==> src/wake_uart_consts.svh <==
// Constants of the serial receiver with auto-wake on break
`ifndef WAKE_UART_CONSTS_SVH
`define WAKE_UART_CONSTS_SVH
`define A_INT_CONTROL   4'h0
`define A_IRQ_FLAGS     4'h1
`define A_IRQ_ENABLES   4'h2
`define A_IRQ_PRIORITY  4'h3
`define A_RX_STATUS     4'h4
`define A_TX_DATA       4'h5
`define A_TX_STATUS     4'h6
`define A_BAUD_CONTROL  4'h7
`define A_DIV_HIGH      4'h8
`define A_DIV_LOW       4'h9
`define A_RX_DATA       4'hA
`define A_EV_STATUS     4'hB
`define A_EV_CLEAR      4'hC
`define A_EV_ENABLE     4'hD
`define B_WUE           1
`define B_BRG16         3
`define B_RCIDL         6
`define B_SPEN          7
`define B_CREN          4
`define B_FERR          2
`define B_OERR          1
`define B_SYNC          4
`define B_TXEN          5
`define B_TRMT          1
`define B_RECEIVE_IRQ_FLAG          5
`define B_TXIF          4
`define B_GIE           7
`define B_PEIE          6
`define EV_WAKE         0
`define EV_RXDONE       1
`define EV_FERR         2
`define EV_TXDONE       3
`define OVS_LAST        4'hF
`define OVS_MID         4'h7
`define BIT_LAST        3'h7
`define REG_RESET       8'h00
`define DIV_RESET       16'h0000
`endif

==> src/wake_uart_pkg.sv <==
// Types shared by the serial receiver modules
package wake_uart_pkg;
    typedef enum logic [1:0] {RX_IDLE, RX_START, RX_DATA, RX_STOP} rx_state_t;
    typedef enum logic [1:0] {TX_IDLE, TX_START, TX_DATA, TX_STOP} tx_state_t;
endpackage : wake_uart_pkg

==> src/baud_if.sv <==
// Link between the register block and the baud tick generator
`timescale 1ns/1ps
`default_nettype none
interface baud_if;
    logic [15:0] divisor;
    logic        run;
    logic        tick;
    modport ctrl (output divisor, output run, input tick);
    modport gen  (input divisor, input run, output tick);
endinterface : baud_if
`default_nettype wire

==> src/baud_tick_gen.sv <==
// Baud tick divider, sixteen ticks per bit
`timescale 1ns/1ps
`default_nettype none
module baud_tick_gen #(
    parameter int WIDTH = 16
) (
    input  wire logic mclk,
    input  wire logic reset_n,
    baud_if.gen       bus
);
    logic [WIDTH-1:0] count;

    // Stopped generator holds no phase, so waking restarts a clean bit
    always_ff @(posedge mclk or negedge reset_n) begin
        if (!reset_n) begin
            count    <= '0;
            bus.tick <= 1'b0;
        end else if (!bus.run) begin
            count    <= '0;
            bus.tick <= 1'b0;
        end else if (count >= bus.divisor) begin
            count    <= '0;
            bus.tick <= 1'b1;
        end else begin
            count    <= count + 1'b1;
            bus.tick <= 1'b0;
        end
    end
endmodule : baud_tick_gen
`default_nettype wire

==> src/wake_uart.sv <==
// Asynchronous serial port with auto-wake on break and its registers
`timescale 1ns/1ps
`default_nettype none
`include "wake_uart_consts.svh"
module wake_uart (
    input  wire logic       mclk,
    input  wire logic       reset_n,
    input  wire logic [3:0] addr,
    input  wire logic [7:0] wdata,
    input  wire logic       wr_en,
    input  wire logic       rd_en,
    output logic      [7:0] rdata,
    input  wire logic       serial_rx_line,
    output logic            serial_tx_line,
    input  wire logic       sleep_mode,
    output logic            irq,
    output logic            wake_request
);
    logic [7:0] interrupt_control;
    logic [7:0] peripheral_irq_enables_one;
    logic [7:0] peripheral_irq_priority_one;
    logic [7:0] receive_status_control;
    logic [7:0] transmit_status_control;
    logic [7:0] baud_control;
    logic [7:0] baud_divisor_high;
    logic [7:0] baud_divisor_low;
    logic [7:0] receive_data_register;
    logic [7:0] transmit_data;
    logic [3:0] ev_status;
    logic [3:0] ev_enable;
    logic       receive_irq_flag;
    logic       tx_pending;
    logic       rx_prev;
    logic       wake_seen;
    logic       wue_eff;
    logic       rx_fall;
    logic       rx_rise;
    logic       wake_set;
    logic       wake_done;
    logic       rx_enable;
    logic       rx_byte_done;
    logic       rx_frame_err;
    logic       tx_done;
    logic       tx_take;
    logic       rd_rx;
    logic       async_mode;
    logic [3:0] ev_set;
    logic [3:0] ovs_cnt;
    logic [2:0] bit_cnt;
    logic [7:0] shift_rx;
    logic [3:0] tx_ovs;
    logic [2:0] tx_bit;
    logic [7:0] shift_tx;
    wake_uart_pkg::rx_state_t rx_state;
    wake_uart_pkg::tx_state_t tx_state;

    baud_if bif ();

    assign bif.divisor = baud_control[`B_BRG16] ?
                         {baud_divisor_high, baud_divisor_low} :
                         {8'h00, baud_divisor_low};
    assign bif.run = !sleep_mode && receive_status_control[`B_SPEN];

    baud_tick_gen #(.WIDTH(16)) u_baud (
        .mclk    (mclk),
        .reset_n (reset_n),
        .bus     (bif.gen)
    );

    assign async_mode = receive_status_control[`B_SPEN] &&
                        !transmit_status_control[`B_SYNC];
    assign wue_eff    = baud_control[`B_WUE] && async_mode;
    assign rd_rx      = rd_en && (addr == `A_RX_DATA);
    assign rx_fall    = rx_prev && !serial_rx_line;
    assign rx_rise    = !rx_prev && serial_rx_line;
    assign wake_set   = wue_eff && !wake_seen && rx_fall;
    assign wake_done  = wue_eff && wake_seen && rx_rise;
    assign rx_enable  = async_mode && receive_status_control[`B_CREN] &&
                        !wue_eff;

    always_ff @(posedge mclk or negedge reset_n) begin
        if (!reset_n) begin
            rx_prev <= 1'b1;
        end else begin
            rx_prev <= serial_rx_line;
        end
    end

    always_ff @(posedge mclk or negedge reset_n) begin
        if (!reset_n) begin
            wake_seen <= 1'b0;
        end else if (!wue_eff || wake_done) begin
            wake_seen <= 1'b0;
        end else if (wake_set) begin
            wake_seen <= 1'b1;
        end
    end

    // Receiver, sampling mid-bit on the sixteen-times tick
    always_ff @(posedge mclk or negedge reset_n) begin
        if (!reset_n) begin
            rx_state     <= wake_uart_pkg::RX_IDLE;
            ovs_cnt      <= 4'h0;
            bit_cnt      <= 3'h0;
            shift_rx     <= `REG_RESET;
            rx_byte_done <= 1'b0;
            rx_frame_err <= 1'b0;
        end else begin
            rx_byte_done <= 1'b0;
            rx_frame_err <= 1'b0;
            if (!rx_enable) begin
                rx_state <= wake_uart_pkg::RX_IDLE;
            end else if (bif.tick) begin
                ovs_cnt <= ovs_cnt + 4'h1;
                unique case (rx_state)
                    wake_uart_pkg::RX_IDLE: begin
                        ovs_cnt <= 4'h0;
                        if (!serial_rx_line) begin
                            rx_state <= wake_uart_pkg::RX_START;
                        end
                    end
                    wake_uart_pkg::RX_START: begin
                        if (ovs_cnt == `OVS_MID) begin
                            ovs_cnt  <= 4'h0;
                            bit_cnt  <= 3'h0;
                            rx_state <= serial_rx_line ?
                                        wake_uart_pkg::RX_IDLE :
                                        wake_uart_pkg::RX_DATA;
                        end
                    end
                    wake_uart_pkg::RX_DATA: begin
                        if (ovs_cnt == `OVS_LAST) begin
                            shift_rx <= {serial_rx_line, shift_rx[7:1]};
                            bit_cnt  <= bit_cnt + 3'h1;
                            if (bit_cnt == `BIT_LAST) begin
                                rx_state <= wake_uart_pkg::RX_STOP;
                            end
                        end
                    end
                    wake_uart_pkg::RX_STOP: begin
                        if (ovs_cnt == `OVS_LAST) begin
                            rx_byte_done <= 1'b1;
                            rx_frame_err <= !serial_rx_line;
                            rx_state     <= wake_uart_pkg::RX_IDLE;
                        end
                    end
                endcase
            end
        end
    end

    // Transmitter, one byte buffered in transmit_data
    assign tx_take = tx_pending && (tx_state == wake_uart_pkg::TX_IDLE) &&
                     transmit_status_control[`B_TXEN] && async_mode;

    always_ff @(posedge mclk or negedge reset_n) begin
        if (!reset_n) begin
            tx_state       <= wake_uart_pkg::TX_IDLE;
            tx_ovs         <= 4'h0;
            tx_bit         <= 3'h0;
            shift_tx       <= `REG_RESET;
            serial_tx_line <= 1'b1;
            tx_done        <= 1'b0;
        end else begin
            tx_done <= 1'b0;
            if (tx_take) begin
                shift_tx <= transmit_data;
                tx_ovs   <= 4'h0;
                tx_state <= wake_uart_pkg::TX_START;
            end else if (bif.tick) begin
                tx_ovs <= tx_ovs + 4'h1;
                unique case (tx_state)
                    wake_uart_pkg::TX_IDLE: begin
                        serial_tx_line <= 1'b1;
                    end
                    wake_uart_pkg::TX_START: begin
                        serial_tx_line <= 1'b0;
                        if (tx_ovs == `OVS_LAST) begin
                            tx_bit   <= 3'h0;
                            tx_state <= wake_uart_pkg::TX_DATA;
                        end
                    end
                    wake_uart_pkg::TX_DATA: begin
                        serial_tx_line <= shift_tx[0];
                        if (tx_ovs == `OVS_LAST) begin
                            shift_tx <= {1'b0, shift_tx[7:1]};
                            tx_bit   <= tx_bit + 3'h1;
                            if (tx_bit == `BIT_LAST) begin
                                tx_state <= wake_uart_pkg::TX_STOP;
                            end
                        end
                    end
                    wake_uart_pkg::TX_STOP: begin
                        serial_tx_line <= 1'b1;
                        if (tx_ovs == `OVS_LAST) begin
                            tx_done  <= 1'b1;
                            tx_state <= wake_uart_pkg::TX_IDLE;
                        end
                    end
                endcase
            end
        end
    end

    always_ff @(posedge mclk or negedge reset_n) begin
        if (!reset_n) begin
            tx_pending    <= 1'b0;
            transmit_data <= `REG_RESET;
        end else if (wr_en && addr == `A_TX_DATA) begin
            tx_pending    <= 1'b1;
            transmit_data <= wdata;
        end else if (tx_take) begin
            tx_pending <= 1'b0;
        end
    end

    always_ff @(posedge mclk or negedge reset_n) begin
        if (!reset_n) begin
            receive_data_register <= `REG_RESET;
        end else if (rx_byte_done) begin
            receive_data_register <= shift_rx;
        end
    end

    // wake or a received byte sets the flag; read clears it, a set wins
    always_ff @(posedge mclk or negedge reset_n) begin
        if (!reset_n) begin
            receive_irq_flag <= 1'b0;
        end else if (wake_set || rx_byte_done) begin
            receive_irq_flag <= 1'b1;
        end else if (rd_rx) begin
            receive_irq_flag <= 1'b0;
        end
    end

    always_ff @(posedge mclk or negedge reset_n) begin
        if (!reset_n) begin
            receive_status_control <= `REG_RESET;
        end else if (wr_en && addr == `A_RX_STATUS) begin
            // Error set in the cycle of the clearing write still wins
            receive_status_control <= {wdata[7:3],
                                       rx_byte_done && rx_frame_err,
                                       rx_byte_done && receive_irq_flag,
                                       wdata[0]};
        end else begin
            // a low stop bit shows as framing error
            if (rx_byte_done) begin
                receive_status_control[`B_FERR] <= rx_frame_err;
            end
            if (rx_byte_done && receive_irq_flag && !rd_rx) begin
                receive_status_control[`B_OERR] <= 1'b1;
            end
        end
    end

    always_ff @(posedge mclk or negedge reset_n) begin
        if (!reset_n) begin
            baud_control <= `REG_RESET;
        end else if (wr_en && addr == `A_BAUD_CONTROL) begin
            baud_control <= {2'b00, 1'b0, wdata[4:3], 1'b0,
                             wdata[1] && !wake_done, wdata[0]};
        end else if (wake_done) begin
            baud_control[`B_WUE] <= 1'b0;
        end
    end

    always_ff @(posedge mclk or negedge reset_n) begin
        if (!reset_n) begin
            interrupt_control           <= `REG_RESET;
            peripheral_irq_enables_one  <= `REG_RESET;
            peripheral_irq_priority_one <= `REG_RESET;
            transmit_status_control     <= `REG_RESET;
            baud_divisor_high           <= `REG_RESET;
            baud_divisor_low            <= `REG_RESET;
            ev_enable                   <= 4'h0;
        end else if (wr_en) begin
            unique case (addr)
                `A_INT_CONTROL:  interrupt_control           <= wdata;
                `A_IRQ_ENABLES:  peripheral_irq_enables_one  <= wdata;
                `A_IRQ_PRIORITY: peripheral_irq_priority_one <= wdata;
                `A_TX_STATUS:    transmit_status_control     <= wdata;
                `A_DIV_HIGH:     baud_divisor_high           <= wdata;
                `A_DIV_LOW:      baud_divisor_low            <= wdata;
                `A_EV_ENABLE:    ev_enable                   <= wdata[3:0];
                default: ;
            endcase
        end
    end

    // Event flags; a new event wins over a clear in the same cycle
    always_comb begin
        ev_set              = 4'h0;
        ev_set[`EV_WAKE]    = wake_set;
        ev_set[`EV_RXDONE]  = rx_byte_done;
        ev_set[`EV_FERR]    = rx_byte_done && rx_frame_err;
        ev_set[`EV_TXDONE]  = tx_done;
    end

    always_ff @(posedge mclk or negedge reset_n) begin
        if (!reset_n) begin
            ev_status <= 4'h0;
        end else if (wr_en && addr == `A_EV_CLEAR) begin
            ev_status <= (ev_status & ~wdata[3:0]) | ev_set;
        end else begin
            ev_status <= ev_status | ev_set;
        end
    end

    // line low while armed in sleep raises the request unclocked
    assign wake_request = wue_eff && !wake_seen && sleep_mode &&
                          !serial_rx_line;
    assign irq = (|(ev_status & ev_enable)) || wake_request;

    always_ff @(posedge mclk or negedge reset_n) begin
        if (!reset_n) begin
            rdata <= `REG_RESET;
        end else if (rd_en) begin
            unique case (addr)
                `A_INT_CONTROL:  rdata <= interrupt_control;
                `A_IRQ_FLAGS:    rdata <= {2'b00, receive_irq_flag,
                                           !tx_pending, 4'h0};
                `A_IRQ_ENABLES:  rdata <= peripheral_irq_enables_one;
                `A_IRQ_PRIORITY: rdata <= peripheral_irq_priority_one;
                `A_RX_STATUS:    rdata <= receive_status_control;
                `A_TX_STATUS:    rdata <= {transmit_status_control[7:2],
                                           tx_state == wake_uart_pkg::TX_IDLE
                                           && !tx_pending,
                                           transmit_status_control[0]};
                `A_BAUD_CONTROL: rdata <= {1'b0,
                    rx_state == wake_uart_pkg::RX_IDLE, baud_control[5:0]};
                `A_DIV_HIGH:     rdata <= baud_divisor_high;
                `A_DIV_LOW:      rdata <= baud_divisor_low;
                `A_RX_DATA:      rdata <= receive_data_register;
                `A_EV_STATUS:    rdata <= {4'h0, ev_status};
                `A_EV_ENABLE:    rdata <= {4'h0, ev_enable};
                default:         rdata <= `REG_RESET;
            endcase
        end else begin
            rdata <= `REG_RESET;
        end
    end
endmodule : wake_uart
`default_nettype wire

==> config.mk <==
export PLATFORM = sky130hd
export DESIGN_NAME = wake_uart
export DESIGN_NICKNAME = d
export VERILOG_FILES = /design/src/wake_uart_pkg.sv /design/src/baud_if.sv /design/src/baud_tick_gen.sv /design/src/wake_uart.sv
export VERILOG_INCLUDE_DIRS = /design/src
export SDC_FILE = /design/constraint.sdc
export NUM_CORES = 1
export LEC_CHECK = 0
export BUFFER_PORTS_ARGS = -buffer_cell sky130_fd_sc_hd__buf_2
export CAP_MARGIN = 10
export CORE_UTILIZATION = 40
export CTS_BUF_LIST = sky130_fd_sc_hd__clkbuf_8
export DETAILED_ROUTE_END_ITERATION = 12
export SETUP_SLACK_MARGIN = 0.15
export SKIP_LAST_GASP = 1
export SYNTH_ARGS = -nofsm -noshare
export SYNTH_HDL_FRONTEND = slang
export SYNTH_SLANG_ARGS = --single-unit
==> constraint.sdc <==
create_clock -name mclk -period 2.5 [get_ports mclk]
set_clock_uncertainty 0.1 [all_clocks]
set_input_delay 0.5 -clock mclk [delete_from_list [all_inputs] [get_ports mclk]]
set_output_delay 0.5 -clock mclk [all_outputs]
set_load 0.005 [all_outputs]
After elaboration in Yosys (flattened, before gate mapping)
Cells that the tools add are included.
- logic and storage cells: 216
- bits of input ports: 18
- output and inout port bits: 11
- register bits: 151
- equal/unequal tests: 38
- bitwise gates (word level): 6
- order comparisons: 1
- muxes and demuxes: 62
- add/sub/neg operators: 5
- reduce and logical (&&, ||, !) cells: 70
- operators with widths (kind ; number):
    $pmux 8 s12 ; 1
    $mux 16 ; 3
    $mux 8 ; 5
    $eq 4x4->1 const B ; 8
    $mux 2 ; 15
    $ne 3x3->1 const B ; 9
    $logic_and 1x1->1 ; 26
    $mux 1 ; 24
    $reduce_bool 2->1 ; 11
    $eq 4x3->1 const B ; 5
    $reduce_and 2->1 ; 9
    $add 16x1->16 const B ; 1
    $ge 16x16->1 ; 1
    $mux 4 ; 4
    $mux 3 ; 4
    $pmux 3 s2 ; 2
    $reduce_and 6->1 ; 2
    $reduce_and 5->1 ; 2
    $logic_not 1->1 ; 9
    $add 4x1->4 const B ; 2
    $and 4x4->4 ; 2
    $eq 2x2->1 const B ; 4
    $eq 4x2->1 const B ; 2
    $ne 2x2->1 const B ; 4
    20 further kinds ; 27

Longest topological paths before layout
Gate-level depths: netlist of the first run.
- depth after elaboration: 8
- gate-level depth with buffers: 9
- depth with buffers taken out: 7

Cells and area by module
A second synthesis of the first run with hierarchy kept.
- cell total of the unflattened synthesis: 654
- area, all modules: 7632.3 um^2
- modules (own cells, without submodules) (module ; instances ; seq. area each (um^2) ; cells an instance ; area each (um^2)):
    wake_uart ; 1 ; 3330.7 ; 523 ; 6384.9
    baud_tick_gen ; 1 ; 425.4 ; 131 ; 1247.4

Worst setup path before layout of the first run
Ideal clock, no wire load.
- kind: register -> register
- start point: reg baud_control[3]
- end point: reg u_baud.count[10]
- cell stages (with the launch flop): 10
- library setup time: 118 ps
- path buffers: 2
- arrival time: 2152 ps
- setup slack: 130 ps
- period minus slack after synthesis: 2370 ps
- required time: 2282 ps
- cell sequence: dfrtp_1 > clkbuf_1 > nand2_1 > ha_1 > nand4_1 > or3_1 > or4_4 > nand4b_4 > buf_6 > nor2_1
- word-level cells in the longest chain between the ends: 4
- ends and longest elaborated chain (item ; RTL line ; text):
    start, declared ; wake_uart.sv:24 ; logic [7:0] baud_control;
    start signal, assigned ; wake_uart.sv:258 ; baud_control <= `REG_RESET;
    start signal, assigned ; wake_uart.sv:260 ; baud_control <= {2'b00, 1'b0, wdata[4:3], 1'b0,
    $mux 16 ; wake_uart.sv:59 ; assign bif.divisor = baud_control[`B_BRG16] ?
    $ge 16x16->1 ; baud_tick_gen.sv:21 ; end else if (count >= bus.divisor) begin
    $mux 16 ; baud_tick_gen.sv:21 ;
    $mux 16 ; baud_tick_gen.sv:18 ; end else if (!bus.run) begin
    end signal, assigned ; baud_tick_gen.sv:25 ; count <= count + 1'b1;
    end, declared ; baud_tick_gen.sv:11 ; logic [WIDTH-1:0] count;
Every way passes these cells.
A chain may end at the register's enable or synchronous reset.

Final worst setup path of the first run
- start point: reg transmit_status_control[4]
- end point: out irq
- word-level cells in the longest chain between the ends: 7
- ends and longest elaborated chain (item ; RTL line ; text):
    start, declared ; wake_uart.sv:23 ; logic [7:0] transmit_status_control;
    start signal, assigned ; wake_uart.sv:272 ; transmit_status_control <= `REG_RESET;
    start signal, assigned ; wake_uart.sv:281 ; `A_TX_STATUS: transmit_status_control <= wdata;
    $logic_not 1->1 ; wake_uart.sv:71 ; !transmit_status_control[`B_SYNC];
    $logic_and 1x1->1 ; wake_uart.sv:70 ; assign async_mode = receive_status_control[`B_SPEN] &&
    $logic_and 1x1->1 ; wake_uart.sv:72 ; assign wue_eff = baud_control[`B_WUE] && async_mode;
    $logic_and 1x1->1 (3 in series) ; wake_uart.sv:310 ; assign wake_request = wue_eff && !wake_seen && sleep_mode &&
    $logic_or 1x1->1 ; wake_uart.sv:312 ; assign irq = (|(ev_status & ev_enable)) || wake_request;
    end, declared ; wake_uart.sv:16 ; output logic irq,
Every way passes these cells.

==> results, run 1 <==
- The flow ran to the end, and the final reports show no timing, DRC or antenna violations.
- The CTS tree is done.
- Dividing the detail-routed via count by the number of cells gives ~5.6.
- In this run the remaining antenna-violating nets after routing total 0.
- Counting flops with an async set or reset pin after synthesis yields a share of 1.000.
- The synthesized netlist contains 61 unique library cells.
- Data arrives at the worst endpoint at between 1.5 and 2 ns.
- Of the total power, the share spent switching nets is 0.2726.
- At the end of routability-driven placement, the weighted congestion stood at slightly above 0.9.
- The largest net degree at the start of global routing is 57.
- The kind of critical path is reg2out.
- Counting instances in the post-synthesis netlist gives the leading cell types as sky130_fd_sc_hd__dfrtp_1 (148), sky130_fd_sc_hd__mux2_2 (83), sky130_fd_sc_hd__nand2_1 (61).
- The smallest clock period supported by the final layout is computed as ~2.3 ns.
- The worst setup path is captured at an output pin.
- The number of setup violations in the final report is 0.
- The number of buffer cells added on primary ports is 28.
- Timing would allow up to around 430 MHz.
- The worst-case IR drop observed on VDD is about 370 µV.
- By area the synthesized netlist is led by sky130_fd_sc_hd__dfrtp_1 (51%), sky130_fd_sc_hd__mux2_2 (13%), sky130_fd_sc_hd__ha_1 (4.8%), sky130_fd_sc_hd__nand2_1 (3.1%), sky130_fd_sc_hd__o21ai_0 (2.7%).
- The register with the most flip-flops in the layout has 16 of them.
- The overall die area is between 0.015 and 0.02 mm².
- The number of antenna violations at the first check in global routing is 0.
- The half-perimeter wire length after detailed placement is ~13000 µm.
- The clock insertion delay at the later pin of the skew report is 0.46 ns.
- The clock network fraction of total power is 0.338.
- The post-synthesis instance total is roughly 650.
- The detailed router finished its first iteration with ~360 violations.
- The power density over the cells is between 700 and 800 mW/mm².
- Yosys instantiated no cell more often than sky130_fd_sc_hd__dfrtp_1.
- The routed wire length per instance is about 19 µm.
- The cell with the largest stage delay on the worst path is sky130_fd_sc_hd__dfrtp_1.
- The pin slew with the least headroom to its limit is 0.7186 ns.
- The number of search-and-repair iterations in the first detailed-routing pass is 5.
- The layout cell share with drive strength beyond 1 is 0.2717.
- The clock-pin slew of the registers on the worst-case setup and hold paths is about 0.08 ns.
- The post-route DRC violation count is 0.
- In this run the tightest slew margin relative to its limit is 0.5177.
- The H-tree was split into 4 levels.
- The final non-filler cell area is about 0.0084 mm².
- The initial standard-cell utilization of the core is 0.4074.
- The area of the mapped netlist is 0.007318 mm².
- The reported max-cap violation count is 0.
- Setup repair after global routing could not meet its margin everywhere.
- Counting every sink on the clock net gives 150.
- For this run, the leading register cell type out of synthesis is sky130_fd_sc_hd__dfrtp_1.
- Traced cell by cell, the critical path runs through and2b_4 -> nand2_1 -> nor3_2 -> and2_1 -> nand3b_1 -> buf_2.
- The fraction of synthesized cell area taken by the top area cell type is 0.5061.
- The final number of hold-violating endpoints was 0.
- Global routing finished with a remaining overflow of 0.
- In this run, synthesis inferred 0 flip-flops with an integrated enable.
- From synthesis to final layout, the design area changed by 14.60%.
- The global routing usage summed across all routing layers is 0.2054.
- The class of the tightest hold or removal check is in2reg.
- The total wire length after detailed routing is roughly 18000 µm.
- A synthesized cell averages between 10 and 15 µm².
- The final number of max-transition violations is 0.
- The fill cell instance count of the final layout is approximately 1700.
- The first global-routing pass estimated 28720 µm of wire.
- For this run, the register share of the synthesized area comes to 0.5133.
- The share of total power dissipated in combinational logic is 0.174.
- The cell sitting at the root of the clock tree is a sky130_fd_sc_hd__clkbuf_8.
- The final period utilization is 0.9293.
- Counting flops per register, the top entry is u_baud.count.
- The sequential cell fraction of total power is 0.488.
- The final-stage net count is between 700 and 800.
- The number of global-route vias before repair came to ~5400.
- The static leakage power is 3.804 nW.
- The largest incremental delay on the critical path is 0.40 ns.
- The required time of the critical path is approximately 1.9 ns.
- The post-synthesis cell type with the largest combined area is sky130_fd_sc_hd__dfrtp_1.
- The post-detailed-placement cell area is 0.007830 mm².
- For this run, the number of Yosys warnings is 0.
- The type of element launching the critical path is a flip-flop.
- The area of the core is ~0.018 mm².
- The number of clock buffers added by TritonCTS is 17.
- After routing, the total negative slack on setup checks comes to 0 ns.
- From bottom edge to top edge, the die measures roughly 140 µm.
- Internal power comes to 0.004511 W.
- 0 antenna diodes ended up in the layout.
- 29 I/O pins were placed.
- The net switching power is between 0.0015 and 0.002 W.
- After synthesis the netlist holds a flip-flop and latch count of 150.
- Row generation in the floorplan step produced ~50 rows.
- The worst-case clock buffer depth is 2.
- Along the worst path, the maximum fanout reaches 3.
- From left edge to right edge, the die measures ~140 µm.
- The final route contains around 5200 vias.
- The number of nets handed over by synthesis was 700.
power groups by stage:
| stage | clock [W] | sequential (W) | combinational (W) |
|---|---|---|---|
| floorplan | 0 | 0.00297 | 0.000729 |
| global placement | 0 | 0.00306 | 0.000985 |
| detailed placement | 0 | 0.00307 | 0.00102 |
| CTS | 0.00215 | 0.00303 | 0.00104 |
| global route | 0.00225 | 0.00307 | 0.00120 |
| finish | 0.00209 | 0.00303 | 0.00108 |
placed cells by master (no fill, tap or decap), types with 6 or more instances in the layout:
cell / n
sky130_fd_sc_hd__dfrtp_1: 147
sky130_fd_sc_hd__mux2_2: 83
sky130_fd_sc_hd__nand2_1: 60
sky130_fd_sc_hd__o21ai_0: 39
sky130_fd_sc_hd__nor2_1: 39
sky130_fd_sc_hd__buf_4: 32
sky130_fd_sc_hd__buf_2: 27
sky130_fd_sc_hd__ha_1: 25
sky130_fd_sc_hd__inv_1: 23
sky130_fd_sc_hd__nand3_1: 20
sky130_fd_sc_hd__clkbuf_8: 19
sky130_fd_sc_hd__a21oi_1: 18
sky130_fd_sc_hd__xor2_1: 14
sky130_fd_sc_hd__mux2i_1: 13
sky130_fd_sc_hd__a22oi_1: 12
sky130_fd_sc_hd__nor3_1: 12
sky130_fd_sc_hd__nand4_1: 11
sky130_fd_sc_hd__a31oi_1: 7
sky130_fd_sc_hd__a32o_1: 7
sky130_fd_sc_hd__a22o_1: 7
sky130_fd_sc_hd__and3_1: 6
sky130_fd_sc_hd__nor2b_1: 6
path summary, 6_finish.rpt:
| check | slack (ns) | cells after the start | to | start |
|---|---|---|---|---|
| worst min register to register | 0.35 | 1 | ev_status[3] | tx_done |
| max in group asynchronous | 1.13 | 3 | baud_divisor_low[4] | reset_n |
| worst max register to register | 0.19 | 8 | u_baud.count[3] | baud_control[3] |
| worst max-delay path | 0.18 | 6 | irq | transmit_status_control[4] |
| min in group asynchronous | 0.47 | 2 | ovs_cnt[3] | reset_n |
| worst min-delay path | 0.10 | 1 | rx_prev | serial_rx_line |
critical path: cells and delay by family (launching register included):
kind	cells	cell delay [ns]
simple gates	5	0.77
flops	1	0.40
buf+inv	1	0.11
through the flow:
stage	setup slack (ns)	util	power, W	hold WS [ns]	instances
after floorplan	0.2346	-	0.003695	0.1044	654
after global placement	0.1870	0.4359	0.004043	0.3350	907
after detailed placement	0.07938	0.4359	0.004086	0.3382	907
after CTS	0.1375	0.4619	0.006211	0.06580	939
after global routing	0.08280	0.4669	0.006526	0.07636	943
final	0.1768	0.4669	0.006202	0.1030	943
cell families (layout without fill, tap and decap cells):
kind of cell,count (synthesis),after routing,synth area share
compound gates,117,117,0.1053
xor+xnor,18,18,0.02154
fa+ha+maj,28,28,0.04787
buf+inv,57,116,0.03351
flops,150,150,0.5132
mux,98,98,0.1516
simple gates,186,187,0.1269
timing repair:
item | in CTS | in global routing
pin swaps | 0 | 1
setup endpoints to repair | 18 | 18
gates resized for setup | 2 | 8
hold buffers | 1 | 0
setup buffers | 1 | 3
cloned | 0 | 1
hold endpoints to repair | 50 | 0
per-layer routing:
layer | GRT usage | wire length [µm]
met5 | 0 | 0
met4 | 0.09158 | 453
met3 | 0.03863 | 759
met2 | 0.3333 | 8630
met1 | 0.2665 | 8168
cell type report:
cell class,count,area (µm²),share of cell area
clock inverters,11,181.4,0.02163
flip-flops and latches,150,3757,0.4480
well taps,229,286.5,0.03416
repair buffers,63,427.9,0.05102
clock buffers,19,261.5,0.03118
multi-input cells,448,3386,0.4037
inverters,23,86.33,0.01029
(Power assumes the default switching activity.)
==> run 2: changes to the inputs <==
- PLACE_DENSITY_LB_ADDON: unset -> 0.12
==> results, run 2 (synthesis results as in run 1) <==
- Summed over all nets, the switching power comes to 0.001785 W.
- The highest ir drop seen on vdd is 355.8 µV.
- The final period utilization is 0.9323.
- The final number of hold-violating endpoints is 0.
- The share of total power dissipated in combinational logic is 0.187.
- TritonCTS created 17 clock buffers.
- The final design utilization is 0.4708.
- The site row count is 49.
- The most congested layer reported by global routing is met2.
- The flow ran to the end, and the final reports show no timing, DRC or antenna violations.
- For this run, the total global-route usage over all layers was measured as 0.2173.
- Along the worst path, the maximum fanout reaches 3.
- For the final routed database, the setup TNS stands at 0 ns.
- The core region is roughly 0.018 mm².
- The share of total power dissipated in sequential elements is 0.506.
- For this run the aggregate overflow at the end of global routing stands at 0.
- Data on the critical path is required at its endpoint by between 1.5 and 2 ns.
- The critical path is of the reg2out type.
- The combined buffer and inverter count along the critical path is 1.
- The number of antenna repair diodes is 0.
- For this block, the via count after detailed routing is about 5300.
- The die extent in y is approximately 140 µm.
- The final number of max-transition violations was 0.
- In this run the remaining antenna-violating nets after routing total 0.
- The switching share of power is 0.2979.
- The routed wire length per instance is between 20 and 25 µm.
- Compared with the post-synthesis result, the final layout area differs by 15.56%.
- The internal power is between 0.004 and 0.005 W.
- In the layout the commonest cells are sky130_fd_sc_hd__dfrtp_1 (147), sky130_fd_sc_hd__mux2_2 (83), sky130_fd_sc_hd__nand2_1 (56).
- The register with the most flip-flops in the layout has 16 of them.
- In the final layout, the share of cells above drive strength 1 is 0.2990.
- The signal on the critical path passes through and2b_4 -> nand2_4 -> nor3_4 -> and2_4 -> nand3b_1 -> buf_2.
- The die boundary width is between 100 and 150 µm.
- The pre-antenna-repair detailed-routing pass consisted of 5 iterations.
- The type of element launching the critical path is a flip-flop.
- The smallest hold slack is between 0.1 and 0.15 ns.
- The worst-case clock buffer depth is 2.
- The min-delay analysis places its worst path in the category in2reg.
- The number of buffer cells added on primary ports is 28.
- The overall die area is between 0.015 and 0.02 mm².
- The worst slew slack as a fraction of its limit is 0.5370.
- The CTS tree is done.
- The H-tree depth reported by CTS is 4.
- The number of antenna violations at the first check in global routing is 0.
- The met3 track utilization from global routing is 0.04857.
- Ranked by flip-flop count, first place goes to u_baud.count.
- In this design, the stage delay of the slowest critical-path cell is approximately 0.40 ns.
- 29 I/O pins were placed.
- The initial standard-cell utilization of the core is 0.4074.
- In the global route stage, met1 resource usage came out at 0.2968.
- STA classifies the critical path endpoint as an output pin.
- Leaving out fill and tap cells, the most frequent cell in the layout is sky130_fd_sc_hd__dfrtp_1.
- The routed design could run at a clock period as short as roughly 2.3 ns.
- For this block, the initial DRC count from the detailed router was 405.
- STA puts the critical path data arrival time at about 1.7 ns.
- In the routed design, unresolved DRC markers number 0.
- The clock insertion delay at the later pin of the skew report is approximately 0.45 ns.
- Summed over all cells, the static leakage comes to 3.799 nW.
- The clock network fraction of total power is 0.308.
- The tree is rooted in a sky130_fd_sc_hd__clkbuf_8.
- Clock-pin slew was measured on the worst setup and hold paths at ~0.090 ns.
- The half-perimeter wire length after detailed placement is 13290 µm.
- The met2 track demand over resource in global routing is 0.3375.
- The routed via count divided by cell count is 5.631.
- The total clock sinks is 150.
- The final layout contains routed wiring with a total length of ~19000 µm.
- The pin slew with the least headroom to its limit is around 0.69 ns.
- Across the run, the number of max-cap violations was 0.
- The largest net degree at the start of global routing is between 50 and 60.
- Among all stages on the critical path, the largest delay is contributed by sky130_fd_sc_hd__dfrtp_1.
- Based on the critical path, the design can be clocked at up to 429.1 MHz.
- The final layout contains approximately 750 nets.
- At the end of routability-driven placement, the weighted congestion stood at 0.8745.
- Setup violations remaining at the end of the flow were counted as 0.
- The number of global-route vias before repair is around 5400.
- Power spread over the standard cell area amounts to a little over 700 mW/mm².
- The wire length of the first global-routing pass is between 20000 and 30000 µm.
- Setup repair after global routing could not meet its margin everywhere.
- Broken down by cell family, the worst path's largest delay share belongs to simple AND/OR/NAND/NOR gates.
## run 2: cell types whose count changed in the layout (fill, tap and decap cells not counted), moves of 3 or more
| cell | delta |
|---|---|
| sky130_fd_sc_hd__nor2_1 | -8 |
| sky130_fd_sc_hd__bufinv_16 | -3 |
| sky130_fd_sc_hd__clkinvlp_4 | +4 |
| sky130_fd_sc_hd__nor2_2 | +8 |
| sky130_fd_sc_hd__nand2_1 | -4 |
## run 2: layout make-up
type                       count  area [µm²]
inverter                      23       86.33
clock inverter                13       133.9
tap                          229       286.5
sequential                   150        3757
timing repair buffer          67       480.5
fill                        1662        9507
clock buffer                  18       247.7
multi-input combinational    448        3465
## run 2: power groups by stage
stage,registers (W),logic (W),clock network [W]
CTS,0.00303,0.00105,0.00189
finish,0.00303,0.00112,0.00184
detailed placement,0.00307,0.00103,0
global route,0.00308,0.00124,0.00199
floorplan,0.00297,0.000729,0
global placement,0.00306,0.00100,0
## run 2: final timing paths
kind	endpoint	startpoint	cells after the start	slack, ns
worst max-delay path	irq	transmit_status_control[4]	6	0.17
worst min-delay path	rx_prev	serial_rx_line	1	0.11
worst max register to register	u_baud.count[4]	baud_control[3]	8	0.19
worst min register to register	ev_status[3]	tx_done	1	0.34
max in group asynchronous	interrupt_control[5]	reset_n	3	1.06
min in group asynchronous	ovs_cnt[3]	reset_n	2	0.50
## run 2: what timing repair did
action / in CTS / in global routing
endpoints found under the setup margin: 18 / 26
gates cloned: 1 / 0
hold endpoints to repair: 52 / 0
buffers inserted: 2 / 5
hold buffers: 1 / 0
pin swaps: 1 / 11
gates resized for setup: 4 / 28
## run 2: worst register-to-register path: stages, from the launching register on
cell	delay [ns]
sky130_fd_sc_hd__dfrtp_2	0.37
sky130_fd_sc_hd__buf_6	0.13
sky130_fd_sc_hd__nand2_2	0.07
sky130_fd_sc_hd__ha_4	0.27
sky130_fd_sc_hd__nand4_1	0.13
sky130_fd_sc_hd__or3_1	0.40
sky130_fd_sc_hd__or4_4	0.48
sky130_fd_sc_hd__nand4b_4	0.19
sky130_fd_sc_hd__nor2_1	0.07
## run 2: metal layers
layer	routed length, µm	part of all wire
met5	0	0
met4	523	0.027
met3	868	0.046
met2	8837	0.46
met1	8794	0.46
## run 2: through the flow
step	instances	setup slack, ns	power [W]	area, µm²
3_3_place_gp	908	0.1731	0.004069	7850
5_1_grt	948	0.07042	0.006301	8457
4_1_cts	943	0.1431	0.005972	8289
3_5_place_dp	908	0.05054	0.004098	7850
2_1_floorplan	654	0.2346	0.003695	7320
6_report	948	0.1694	0.005990	8457
==> run 3: changes to the inputs <==
- GPL_TIMING_DRIVEN: unset -> 0
==> results, run 3 (synthesis results as in run 1) <==
- The initial standard-cell utilization of the core is 0.4074.
- The number of global-route vias before repair is around 5200.
- Leaving out fill and tap cells, the most frequent cell in the layout is sky130_fd_sc_hd__dfrtp_1.
- The routed via count divided by cell count is ~5.5.
- The flow ran to the end, and the final reports show no timing, DRC or antenna violations.
- In the final routed layout, each cell accounts on average for 20.07 µm.
- The clock root buffer master is sky130_fd_sc_hd__clkbuf_8.
- The kind of critical path is reg2reg.
- After the last flow step, the layout net total stands at ~750.
- The worst-case clock buffer depth is 2.
- The number of flip-flops in the largest register is 16.
- The final non-filler cell area is 0.008369 mm².
- Static timing analysis puts the maximum clock frequency at ~420 MHz.
- The final number of max-transition violations is 0.
- The layout overhead on the synthesized area is 14.36%.
- The total clock buffers created by CTS is 17.
- After clock tree synthesis, the clock-pin slew on the worst setup and hold paths is 0.09 ns.
- Setup repair after global routing could not meet its margin everywhere.
- The area of the core is roughly 0.018 mm².
- The maximum fanout along the worst path is 9.
- The power density over the cells is ~740 mW/mm².
- Once layout is complete, the cells apart from fillers number 950.
- In the finished design, the share of the clock period the worst path needs comes to 0.9535.
- The final critical-path required period is around 2.4 ns.
- Routability-driven placement finished with a final weighted congestion of around 0.92.
- The die covers around 0.019 mm².
- The smallest hold slack is between 0.1 and 0.15 ns.
- The post-detailed-placement cell area is 0.007760 mm².
- In the layout the commonest cells are sky130_fd_sc_hd__dfrtp_1 (148), sky130_fd_sc_hd__mux2_2 (83), sky130_fd_sc_hd__nand2_1 (58).
- The first global-routing pass estimated around 30000 µm of wire.
- 29 I/O pins were placed.
- The number of antenna repair diodes is 0.
- The critical path endpoint category is a flip-flop.
- For this block, the initial DRC count from the detailed router was 466.
- Headroom to the max-slew limit came out at 0.3282.
- The H-tree depth reported by CTS is 4.
- The CTS tree is done.
- The pin slew with the least headroom to its limit is around 1 ns.
- The detailed-route via count is between 5000 and 6000.
- The die boundary width is between 100 and 150 µm.
- The global routing usage summed across all routing layers is 0.2168.
- The final number of hold-violating endpoints is 0.
- The type of element launching the critical path is a flip-flop.
- The die extent in y is between 100 and 150 µm.
- The site row count is a little under 50.
- Input and output buffers added on the ports amount to 24.
- The number of setup violations in the final report is 0.
- The fill cell instance count of the final layout is 1695.
- The half-perimeter wire length after detailed placement is 13330 µm.
- Entering global routing, the biggest net connects 80 pins.
- The number of cells in the design after placement is about 910.
- The reported max-cap violation count is 0.
- The class of the tightest hold or removal check is in2reg.
- Ranked by flip-flop count, first place goes to u_baud.count.
- The number of search-and-repair iterations in the first detailed-routing pass is 5.
- In the routed design, unresolved DRC markers number 0.
- STA puts the critical path data arrival time at 2.63 ns.
- Measured on the finished design, the core utilization comes to 0.4659.
- Of the cells placed in the final design, the portion with a size suffix greater than 1 is 0.2621.
- The number of antenna violations at the first check in global routing was 0.
- The count of nets left with antenna violations after detail routing is 0.
- Data on the critical path is required at its endpoint by approximately 2.7 ns.
- Wires add up to approximately 19000 µm.
- The overflow left after global routing is 0.
- In this run the static leakage power is between 3 and 4 nW.
- The clock reaches the later pin of the worst-skew pair after 0.46 ns.
- For this design, the sink count on the clock tree is 150.
- The highest ir drop seen on vdd is around 360 µV.
## run 3: report_power, final
group          internal, W  total (W)  switching, W
Clock              0.00107    0.00201      0.000944
Combinational     0.000535    0.00112      0.000590
Sequential         0.00277    0.00302      0.000251
Total              0.00437    0.00616       0.00179
## run 3: worst paths after layout
path	slack, ns	startpoint	depth (start not counted)	endpoint
hold reg to reg	0.34	tx_done	1	ev_status[3]
setup / recovery	0.12	baud_control[3]	9	u_baud.count[0]
hold / removal	0.11	serial_rx_line	1	rx_prev
max in group asynchronous	0.94	reset_n	3	peripheral_irq_priority_one[3]
setup reg to reg	0.12	baud_control[3]	9	u_baud.count[0]
min in group asynchronous	0.51	reset_n	2	ovs_cnt[1]
## run 3: what timing repair did
action	in CTS	in global routing
buffers inserted	5	3
hold buffers	1	0
endpoints found under the hold margin	61	0
endpoints found under the setup margin	19	26
gates resized for setup	10	10
cloned	1	0
pin swaps	3	2
## run 3: layout make-up
class                      instances  area, µm²  share of cell area
sequential                       150       3756              0.4488
clock buffer                      20      275.3             0.03289
tap                              229      286.5             0.03424
clock inverter                    12      150.1             0.01794
buffer                            34      170.2             0.02033
inverter                          23      86.33             0.01032
multi-input combinational        447       3400              0.4062
timing repair buffer              35      245.2             0.02930
## run 3: metal layers
layer | up-vias | share of wire | track usage
met5 | - | 0 | 0
met3 | 22 | 0.037 | 0.03311
met2 | 141 | 0.47 | 0.3353
met4 | 0 | 0.015 | 0.07631
met1 | 2642 | 0.48 | 0.3080
li1 | 2460 | - | -
## run 3: worst max-delay path, stage by stage (launching register included)
cell and delay, ns:
sky130_fd_sc_hd__dfrtp_1 0.36, sky130_fd_sc_hd__buf_8 0.13, sky130_fd_sc_hd__nand2_1 0.08, sky130_fd_sc_hd__ha_4 0.27, sky130_fd_sc_hd__nand4_1 0.14, sky130_fd_sc_hd__or3_1 0.38, sky130_fd_sc_hd__or4_4 0.46, sky130_fd_sc_hd__nand4b_4 0.16
sky130_fd_sc_hd__buf_6 0.14, sky130_fd_sc_hd__nor2_1 0.04
## run 3: stage by stage
stage	setup TNS (ns)	worst slack (ns)	power, W
floorplan	0	0.2346	0.003695
global placement	-201.10	-1.351	0.004054
detailed placement	-1.812	-0.1311	0.004097
CTS	0	0.06148	0.006170
global route	0	0.02302	0.006472
finish	0	0.1162	0.006156
